[src/hdl/clip_pkg.sv]
package clip_pkg;

    // ************************************************************
    // register map (byte addresses)
    // ************************************************************
    localparam logic [7:0]  CTRL_OFFSET     = 8'h00;
    localparam logic [7:0]  STATUS_OFFSET   = 8'h04;
    localparam logic [7:0]  ATTEMPTS_OFFSET = 8'h08;
    localparam logic [7:0]  LEVEL_OFFSET    = 8'h0c;

    // ************************************************************
    // field positions
    // ************************************************************
    localparam int CTRL_ENABLE_BIT   = 0;
    localparam int CTRL_CLEAR_BIT    = 1;
    localparam int STAT_PARITY_BIT   = 0;
    localparam int STAT_CHECK_BIT    = 1;
    localparam int STAT_RDERR_BIT    = 2;
    localparam int STAT_STATE_LSB    = 3;
    localparam int STAT_WRITE_BIT    = 5;

    // ************************************************************
    // reset values and bus answers
    // ************************************************************
    localparam logic       CTRL_ENABLE_RESET = 1'b1;
    localparam logic [1:0] RESP_OKAY         = 2'b00;
    localparam logic [1:0] RESP_SLVERR       = 2'b10;

    // ************************************************************
    // pin bundle width and bit positions
    // ************************************************************
    localparam int         PIN_COUNT   = 5;
    localparam int         PIN_PARITY  = 0;
    localparam int         PIN_SPACE   = 1;
    localparam int         PIN_READ    = 2;
    localparam int         PIN_WRITE   = 3;
    localparam int         PIN_END_N   = 4;
    localparam logic [4:0] PIN_RESET   = 5'h10;

    // ************************************************************
    // clipping thresholds in millivolts
    // ************************************************************
    localparam logic [11:0] NORMAL_MV = 12'd800;
    localparam logic [11:0] ALT1_MV   = 12'd400;
    localparam logic [11:0] ALT2_MV   = 12'd1100;
    localparam logic [11:0] ALT3_MV   = 12'd600;
    localparam logic [11:0] WRITE_MV  = 12'd1100;

    // ************************************************************
    // threshold choice, gray coded along the stepping order except the wrap from alt3 back to alt1
    // ************************************************************
    typedef enum logic [1:0] {
        CLIP_NORMAL = 2'b00,
        CLIP_ALT1   = 2'b01,
        CLIP_ALT2   = 2'b11,
        CLIP_ALT3   = 2'b10
    } clip_state_type;

endpackage : clip_pkg

[src/hdl/clip_sequencer.sv]
// What this block does
// - a byte parity error on read sets the parity check latch
// - the parity latch raises data check, which sets the read error latch
// - a space while read error is on steps the alternate clip triggers
// - first reread uses the lowered threshold to catch weak bits
// - second reread steps to the raised threshold to reject noise
// - third reread steps to the intermediate threshold
// - a read ending without data check clears both triggers at control end
// - with triggers cleared the next read uses the normal threshold
// - stepping continues on every further reread with no limit
// - writes use the raised threshold; a missed bit flags parity error
`timescale 1ns/1ps

module clip_sequencer
    import clip_pkg::*;
(
    // clock, reset, enable
    input  wire logic        aclk,
    input  wire logic        aresetn,
    input  wire logic        ce,
    // tape control pins
    input  wire logic        byte_parity_check,
    input  wire logic        space_op,
    input  wire logic        read_op,
    input  wire logic        write_op,
    input  wire logic        control_end_n,
    // clip level block
    output logic [1:0]       clip_state,
    output logic             write_clip,
    output logic             data_check,
    // axi4-lite write
    input  wire logic [7:0]  awaddr,
    input  wire logic        awvalid,
    output logic             awready,
    input  wire logic [31:0] wdata,
    input  wire logic [3:0]  wstrb,
    input  wire logic        wvalid,
    output logic             wready,
    output logic [1:0]       bresp,
    output logic             bvalid,
    input  wire logic        bready,
    // axi4-lite read
    input  wire logic [7:0]  araddr,
    input  wire logic        arvalid,
    output logic             arready,
    output logic [31:0]      rdata,
    output logic [1:0]       rresp,
    output logic             rvalid,
    input  wire logic        rready
);

    // ************************************************************
    // helpers
    // ************************************************************
    function automatic logic [2:0] reg_index(input logic [7:0] addr);
        if (addr[7:2] == CTRL_OFFSET[7:2]) begin
            reg_index = 3'd1;
        end else if (addr[7:2] == STATUS_OFFSET[7:2]) begin
            reg_index = 3'd2;
        end else if (addr[7:2] == ATTEMPTS_OFFSET[7:2]) begin
            reg_index = 3'd3;
        end else if (addr[7:2] == LEVEL_OFFSET[7:2]) begin
            reg_index = 3'd4;
        end else begin
            reg_index = 3'd0;
        end
    endfunction : reg_index

    function automatic clip_state_type step_state(input clip_state_type s);
        case (s)
            CLIP_NORMAL: step_state = CLIP_ALT1;
            CLIP_ALT1:   step_state = CLIP_ALT2;
            CLIP_ALT2:   step_state = CLIP_ALT3;
            default:     step_state = CLIP_ALT1;
        endcase
    endfunction : step_state

    // ************************************************************
    // pin synchronisers and edges
    // ************************************************************
    logic [PIN_COUNT-1:0] pins_sync;
    logic                 space_prev_reg;
    logic                 end_prev_reg;

    clip_sync u_sync (
        .aclk      (aclk),
        .aresetn   (aresetn),
        .ce        (ce),
        .pins      ({control_end_n, write_op, read_op, space_op, byte_parity_check}),
        .pins_sync (pins_sync)
    );

    logic parity_s;
    logic space_rise;
    logic end_rise;
    logic start_fall;
    logic success;
    assign parity_s   = pins_sync[PIN_PARITY];
    assign space_rise = pins_sync[PIN_SPACE] & ~space_prev_reg;
    assign end_rise   = pins_sync[PIN_END_N] & ~end_prev_reg;
    assign start_fall = ~pins_sync[PIN_END_N] & end_prev_reg;

    // ************************************************************
    // core state
    // ************************************************************
    clip_state_type state_reg,    state_next;
    logic           parity_reg,   parity_next;
    logic           check_reg,    check_next;
    logic           rderr_reg,    rderr_next;
    logic           wclip_reg,    wclip_next;
    logic [11:0]    level_reg,    level_next;
    logic [15:0]    attempts_reg, attempts_next;
    logic           enable_reg;
    logic           clear_reg;

    assign success = end_rise & pins_sync[PIN_READ] & ~check_reg;

    always_comb begin
        parity_next = parity_reg;
        if (start_fall || clear_reg) begin
            parity_next = 1'b0;
        end
        if (parity_s) begin
            parity_next = 1'b1;
        end
        check_next = parity_reg;
        rderr_next = rderr_reg;
        if (success || clear_reg) begin
            rderr_next = 1'b0;
        end
        if (check_reg) begin
            rderr_next = 1'b1;
        end
        state_next    = state_reg;
        attempts_next = attempts_reg;
        if (!enable_reg || success || clear_reg) begin
            state_next    = CLIP_NORMAL;
            attempts_next = 16'h0000;
        end else if (space_rise && rderr_reg) begin
            state_next    = step_state(state_reg);
            attempts_next = attempts_reg + 16'h0001;
        end
        wclip_next = pins_sync[PIN_WRITE];
        if (wclip_reg) begin
            level_next = WRITE_MV;
        end else begin
            case (state_reg)
                CLIP_ALT1: level_next = ALT1_MV;
                CLIP_ALT2: level_next = ALT2_MV;
                CLIP_ALT3: level_next = ALT3_MV;
                default:   level_next = NORMAL_MV;
            endcase
        end
    end

    always_ff @(posedge aclk) begin
        if (!aresetn) begin
            state_reg      <= CLIP_NORMAL;
            parity_reg     <= 1'b0;
            check_reg      <= 1'b0;
            rderr_reg      <= 1'b0;
            wclip_reg      <= 1'b0;
            level_reg      <= NORMAL_MV;
            attempts_reg   <= 16'h0000;
            space_prev_reg <= 1'b0;
            end_prev_reg   <= 1'b1;
        end else if (ce) begin
            state_reg      <= state_next;
            parity_reg     <= parity_next;
            check_reg      <= check_next;
            rderr_reg      <= rderr_next;
            wclip_reg      <= wclip_next;
            level_reg      <= level_next;
            attempts_reg   <= attempts_next;
            space_prev_reg <= pins_sync[PIN_SPACE];
            end_prev_reg   <= pins_sync[PIN_END_N];
        end
    end

    assign clip_state = state_reg;
    assign write_clip = wclip_reg;
    assign data_check = check_reg;

    // ************************************************************
    // axi4-lite slave
    // ************************************************************
    logic        aw_got_reg,  aw_got_next;
    logic        w_got_reg,   w_got_next;
    logic [7:0]  waddr_reg,   waddr_next;
    logic [31:0] wdata_reg,   wdata_next;
    logic [3:0]  wstrb_reg,   wstrb_next;
    logic        awready_reg, awready_next;
    logic        wready_reg,  wready_next;
    logic        bvalid_reg,  bvalid_next;
    logic [1:0]  bresp_reg,   bresp_next;
    logic        arready_reg, arready_next;
    logic        rvalid_reg,  rvalid_next;
    logic [1:0]  rresp_reg,   rresp_next;
    logic [31:0] rdata_reg,   rdata_next;
    logic        enable_next;
    logic        clear_next;
    logic [2:0]  widx;
    logic [2:0]  ridx;

    assign widx = reg_index(waddr_reg);
    assign ridx = reg_index(araddr);

    always_comb begin
        aw_got_next = aw_got_reg;
        w_got_next  = w_got_reg;
        waddr_next  = waddr_reg;
        wdata_next  = wdata_reg;
        wstrb_next  = wstrb_reg;
        bvalid_next = bvalid_reg;
        bresp_next  = bresp_reg;
        enable_next = enable_reg;
        clear_next  = 1'b0;
        if (bvalid_reg && bready) begin
            bvalid_next = 1'b0;
        end
        if (awvalid && awready_reg) begin
            aw_got_next = 1'b1;
            waddr_next  = awaddr;
        end
        if (wvalid && wready_reg) begin
            w_got_next = 1'b1;
            wdata_next = wdata;
            wstrb_next = wstrb;
        end
        if (aw_got_reg && w_got_reg && !bvalid_reg) begin
            aw_got_next = 1'b0;
            w_got_next  = 1'b0;
            bvalid_next = 1'b1;
            bresp_next  = (widx == 3'd0) ? RESP_SLVERR : RESP_OKAY;
            if (widx == 3'd1 && wstrb_reg[0]) begin
                enable_next = wdata_reg[CTRL_ENABLE_BIT];
                clear_next  = wdata_reg[CTRL_CLEAR_BIT];
            end
        end
        awready_next = !aw_got_next && !bvalid_next;
        wready_next  = !w_got_next && !bvalid_next;
        rvalid_next  = rvalid_reg;
        rdata_next   = rdata_reg;
        rresp_next   = rresp_reg;
        if (rvalid_reg && rready) begin
            rvalid_next = 1'b0;
        end
        if (arvalid && arready_reg) begin
            rvalid_next = 1'b1;
            rresp_next  = RESP_OKAY;
            rdata_next  = 32'h0000_0000;
            if (ridx == 3'd1) begin
                rdata_next[CTRL_ENABLE_BIT] = enable_reg;
            end else if (ridx == 3'd2) begin
                rdata_next[STAT_PARITY_BIT] = parity_reg;
                rdata_next[STAT_CHECK_BIT]  = check_reg;
                rdata_next[STAT_RDERR_BIT]  = rderr_reg;
                rdata_next[STAT_STATE_LSB +: 2] = state_reg;
                rdata_next[STAT_WRITE_BIT]  = wclip_reg;
            end else if (ridx == 3'd3) begin
                rdata_next[15:0] = attempts_reg;
            end else if (ridx == 3'd4) begin
                rdata_next[11:0] = level_reg;
            end else begin
                rresp_next = RESP_SLVERR;
            end
        end
        arready_next = !rvalid_next;
    end

    always_ff @(posedge aclk) begin
        if (!aresetn) begin
            aw_got_reg  <= 1'b0;
            w_got_reg   <= 1'b0;
            waddr_reg   <= 8'h00;
            wdata_reg   <= 32'h0000_0000;
            wstrb_reg   <= 4'h0;
            awready_reg <= 1'b0;
            wready_reg  <= 1'b0;
            bvalid_reg  <= 1'b0;
            bresp_reg   <= RESP_OKAY;
            arready_reg <= 1'b0;
            rvalid_reg  <= 1'b0;
            rresp_reg   <= RESP_OKAY;
            rdata_reg   <= 32'h0000_0000;
            enable_reg  <= CTRL_ENABLE_RESET;
            clear_reg   <= 1'b0;
        end else if (ce) begin
            aw_got_reg  <= aw_got_next;
            w_got_reg   <= w_got_next;
            waddr_reg   <= waddr_next;
            wdata_reg   <= wdata_next;
            wstrb_reg   <= wstrb_next;
            awready_reg <= awready_next;
            wready_reg  <= wready_next;
            bvalid_reg  <= bvalid_next;
            bresp_reg   <= bresp_next;
            arready_reg <= arready_next;
            rvalid_reg  <= rvalid_next;
            rresp_reg   <= rresp_next;
            rdata_reg   <= rdata_next;
            enable_reg  <= enable_next;
            clear_reg   <= clear_next;
        end
    end

    assign awready = awready_reg;
    assign wready  = wready_reg;
    assign bvalid  = bvalid_reg;
    assign bresp   = bresp_reg;
    assign arready = arready_reg;
    assign rvalid  = rvalid_reg;
    assign rresp   = rresp_reg;
    assign rdata   = rdata_reg;

    // ************************************************************
    // assertions
    // ************************************************************
    logic step_ok;
    assign step_ok = ce && enable_reg && !success && !clear_reg && space_rise && rderr_reg;

    parity_latch_a : assert property (
        @(posedge aclk) disable iff (!aresetn) ce && parity_s |=> parity_reg)
        else $error("parity latch not set");

    check_chain_a : assert property (
        @(posedge aclk) disable iff (!aresetn)
        ce && parity_reg |=> check_reg)
        else $error("data check not raised");

    read_error_a : assert property (
        @(posedge aclk) disable iff (!aresetn)
        ce && check_reg |=> rderr_reg)
        else $error("read error not set");

    first_step_a : assert property (
        @(posedge aclk) disable iff (!aresetn)
        step_ok && state_reg == CLIP_NORMAL |=> state_reg == CLIP_ALT1)
        else $error("first reread not lowered");

    second_step_a : assert property (
        @(posedge aclk) disable iff (!aresetn)
        step_ok && state_reg == CLIP_ALT1 |=> state_reg == CLIP_ALT2)
        else $error("second reread not raised");

    third_step_a : assert property (
        @(posedge aclk) disable iff (!aresetn)
        step_ok && state_reg == CLIP_ALT2 |=> state_reg == CLIP_ALT3)
        else $error("third reread not intermediate");

    wrap_step_a : assert property (
        @(posedge aclk) disable iff (!aresetn)
        step_ok && state_reg == CLIP_ALT3 |=> state_reg == CLIP_ALT1
        && attempts_reg == $past(attempts_reg) + 16'h0001)
        else $error("stepping did not wrap");

    clean_clear_a : assert property (
        @(posedge aclk) disable iff (!aresetn)
        ce && success && !check_reg |=> state_reg == CLIP_NORMAL && !rderr_reg)
        else $error("clean read did not clear");

    normal_level_a : assert property (
        @(posedge aclk) disable iff (!aresetn)
        ce && state_reg == CLIP_NORMAL && !wclip_reg |=> level_reg == NORMAL_MV)
        else $error("normal level wrong");

    write_level_a : assert property (
        @(posedge aclk) disable iff (!aresetn)
        ce && pins_sync[PIN_WRITE] ##1 ce |=> level_reg == WRITE_MV)
        else $error("write level not raised");

endmodule : clip_sequencer

[src/hdl/clip_sync.sv]
`timescale 1ns/1ps

module clip_sync
    import clip_pkg::*;
(
    // clock, reset, enable
    input  wire logic                 aclk,
    input  wire logic                 aresetn,
    input  wire logic                 ce,
    // pins in, synchronised out
    input  wire logic [PIN_COUNT-1:0] pins,
    output logic      [PIN_COUNT-1:0] pins_sync
);

    logic [PIN_COUNT-1:0] stage1_reg;
    logic [PIN_COUNT-1:0] stage2_reg;

    // ************************************************************
    // two flip-flops per pin
    // ************************************************************
    genvar i;
    generate
        for (i = 0; i < PIN_COUNT; i++) begin : g_sync
            always_ff @(posedge aclk) begin
                if (!aresetn) begin
                    stage1_reg[i] <= PIN_RESET[i];
                    stage2_reg[i] <= PIN_RESET[i];
                end else if (ce) begin
                    stage1_reg[i] <= pins[i];
                    stage2_reg[i] <= stage1_reg[i];
                end
            end
        end
    endgenerate

    assign pins_sync = stage2_reg;

endmodule : clip_sync

[config.mk]
export PLATFORM = sky130hd
export DESIGN_NAME = clip_sequencer
export DESIGN_NICKNAME = d
export VERILOG_FILES = /design/src/hdl/clip_pkg.sv /design/src/hdl/clip_sequencer.sv /design/src/hdl/clip_sync.sv
export SDC_FILE = /design/constraint.sdc
export NUM_CORES = 1
export LEC_CHECK = 0
export ABC_AREA = 1
export BUFFER_PORTS_ARGS = -buffer_cell sky130_fd_sc_hd__buf_2
export CORE_MARGIN = 4
export CORE_UTILIZATION = 51
export DETAILED_ROUTE_END_ITERATION = 7
export PLACE_DENSITY = 0.86
export SLEW_MARGIN = 30
export SYNTH_ARGS = -nofsm -noshare
export SYNTH_HDL_FRONTEND = slang
export SYNTH_SLANG_ARGS = --single-unit
[constraint.sdc]
create_clock -name aclk -period 2 [get_ports aclk]
set_clock_uncertainty 0.2 [all_clocks]
set_input_delay 0.2 -clock aclk [delete_from_list [all_inputs] [get_ports aclk]]
set_output_delay 0.2 -clock aclk [all_outputs]
set_load 0.03 [all_outputs]
==> results.ini <==
[clock_network]
clockBufferDepth=2
cts_root_buffer=clkbuf_8
cts_buffers=9
cts_tree=done
insertion_delay_ns=0.36
clock_sinks=77
htreeDepth=3
clkTransAtPathRegs_ns=0.08

[detailed_routing]
vias_per_cell=5.43
drt_iter0_markers=330
via_count=3726
wl_per_cell_um=14.4
wl_mm=9.88
first_pass_iters=6
drcViolationCount=0
detail-route-antenna-nets=0

[hold_path]
hold_start=bready
hold_path_depth=5
hp-class=in2reg
holdPathEnd=awready

[yosys]
synthArstFlopShare=0
synth.avg_cell_area_um2=7.24
ys_seq_area_frac=0.421
synth-compound-area-share=0.153
synth_top_area_frac=0.421
synth_fa_ha_area_frac=0.0171
synth_area_leaders=dfxtp_1, nand2_1, a21oi_1
netlist_area_mm2=0.00366
yosysUniqueCellTypes=33
synth_top_family_by_area=simple AND/OR/NAND/NOR gates
synth_edf_count=0
yosys_most_used_dff=dfxtp_1
yosys_warnings=0
synth_area_leader_cell=dfxtp_1
synth_xor_area_frac=0
muxShareOfSynthArea=0
synth_simple_gate_area_frac=0.284
ys_seq_elements=77
syn_inst=505

[setup_path]
crit_chain=dlygate4sd3_1 -> buf_2 -> nor2_2 -> nand2_2 -> nor2_4 -> inv_2 -> nor2_8 -> nand2_1 -> nand3_1 -> a21oi_1
r2r_cells=8
reg2reg_to=attempts_reg[10]
worstSetupStartpointType=input pin
cp_max_fo=12
slowest_stage=dlygate4sd3_1
arrival_ns=1.96
reg2reg_slack_ns=0.17
end_kind=register
reg2reg_from=attempts_reg[0]
crit_type=in2reg
slowest_delay_ns=0.54
required_ns=2.04

[global_route]
track_usage=0.234
grt_pass1_vias=3459
grt_max_degree=24
grt_pass1_wl_mm=16.0
grt_overflow=0
antenna_found_initial=0

[sta]
fmax_mhz=521
fin_ws_ns=0.0809
drv_slew=0
finalCritPeriodShare=0.960
rsz0062_at_grt=no
finalSetupViolations=0
fin_crit_ns=1.92
hold_viol=0
finalSetupTns_ns=0

[cells_and_area]
layout-area-overhead-vs-synth_pct=20.3
fin_cells=686
nets=655
fin_util=0.641
diodes=0
drive_gt1_frac=0.180

[floorplanning]
core_mm2=0.00687
die_x_um=92.7
pin_count=110
rows=30
start_util=0.533
chipHeight_um=92.7
die_area_mm2=0.00859

[power_and_ir_drop]
power.share.clock=0.396
swShare=0.261
p_seq_frac=0.497
intPower_uw=2400
p_leak_uw=0.00190
ir_worst_vdd_mv=0.430
combPwrFrac=0.106
p_per_area_mw_per_mm2=737
switching_power_uw=846

[placement]
pre_cts_ws_ns=0.219
port_buffers=54
placed_cells=645
gp_congestion=0.909
post-dp-hpwl_mm=6.42

[flow_run]
cap_violations=0

[run_status]
status=finished clean

==> worst max path at each step <==
| stage | from | to |
|---|---|---|
| 2_1_floorplan | data_check | attempts_reg[10] |
| 3_3_place_gp | attempts_reg[0] | attempts_reg[10] |
| 4_1_cts | araddr[6] | rdata[3] |
| 5_1_grt | attempts_reg[0] | attempts_reg[10] |
| 3_5_place_dp | attempts_reg[0] | attempts_reg[10] |
| 6_report | araddr[6] | rdata[3] |
==> cell usage after synthesis, drive strengths merged (3+ instances only) <==
cell	number
buf	28
nand3b	3
nor2	57
nand3	42
o211ai	5
dfxtp	77
ha	5
nor3	6
a21oi	55
nand2	108
clkbuf	9
o21ai	36
nand4	10
inv	56
==> through the flow <==
stage | cell area (µm²) | hold slack (ns) | total power [µW]
after global routing | 4400 | 0.0499 | 3370
after CTS | 4380 | 0.0320 | 3240
after global placement | 3940 | 0.217 | 1930
after detailed placement | 3940 | 0.231 | 1940
final | 4400 | 0.0415 | 3240
after floorplan | 3720 | 0.126 | 1880
==> repair_timing <==
item / 4_1_cts / 5_1_grt
hold buffers: 22 / 0
setup endpoints to repair: 0 / 1
buffers inserted: 0 / 3
resized for setup: 0 / 0
hold endpoints to repair: 19 / 0
==> cell usage in the layout, fill, tap and decap left out, types with 2 or more instances in the layout <==
master / synthesis / final
nor2_1: 50 / 50
nor3_1: 6 / 6
nand3_1: 35 / 35
nor2_2: 4 / 4
a21oi_1: 50 / 50
clkinv_2: 0 / 2
ha_1: 5 / 5
inv_1: 53 / 53
o21ai_0: 36 / 36
nand2_1: 107 / 107
nand3_2: 6 / 6
buf_2: 2 / 54
inv_2: 3 / 3
nand3b_1: 3 / 3
bufinv_16: 0 / 2
a21oi_2: 5 / 5
conb_1: 1 / 18
nor2_4: 2 / 2
dfxtp_1: 77 / 77
buf_4: 23 / 13
dlygate4sd3_1: 0 / 22
nand4_1: 10 / 10
clkbuf_8: 0 / 9
o211ai_1: 5 / 5
==> worst max-delay path, delay by kind of cell <==
family	cells	cell delay (ns)
and+or+nand+nor	6	0.91
buffers and inverters	3	0.76
AOI/OAI and AO/OA	1	0.09
==> per-layer routing <==
| metal | share of wire | GRT usage | routed length, µm | up-vias |
|---|---|---|---|---|
| met5 | 0 | 0 | 0 | - |
| met4 | 0.037 | 0.104 | 362 | 0 |
| met3 | 0.099 | 0.0593 | 977 | 44 |
| met2 | 0.46 | 0.388 | 4520 | 209 |
| met1 | 0.41 | 0.285 | 4020 | 1705 |
| li1 | - | - | - | 1768 |
==> power by group through the flow <==
stage	sequential, µW	combinational [µW]	clock (µW)
3_5_place_dp	1650	298	0
4_1_cts	1610	335	1300
5_1_grt	1620	375	1370
2_1_floorplan	1660	215	0
3_3_place_gp	1640	288	0
6_report	1610	345	1290
==> layout make-up <==
cell class                 instances  area, µm²
clock inverter                     6       86.3
tap                               96        120
clock buffer                      10        128
timing repair buffer              89        588
multi-input combinational        352       1730
inverter                          56        210
fill                             558       2470
sequential                        77       1540
==> kinds of logic after synthesis <==
kind of cell             Yosys count
AO/OA/AOI/OAI                    102
adder cells (fa/ha/maj)            5
buffers and inverters             93
flip-flops                        77
other                              1
AND/OR/NAND/NOR                  227
No activity file was read; power rests on OpenSTA's default activity.
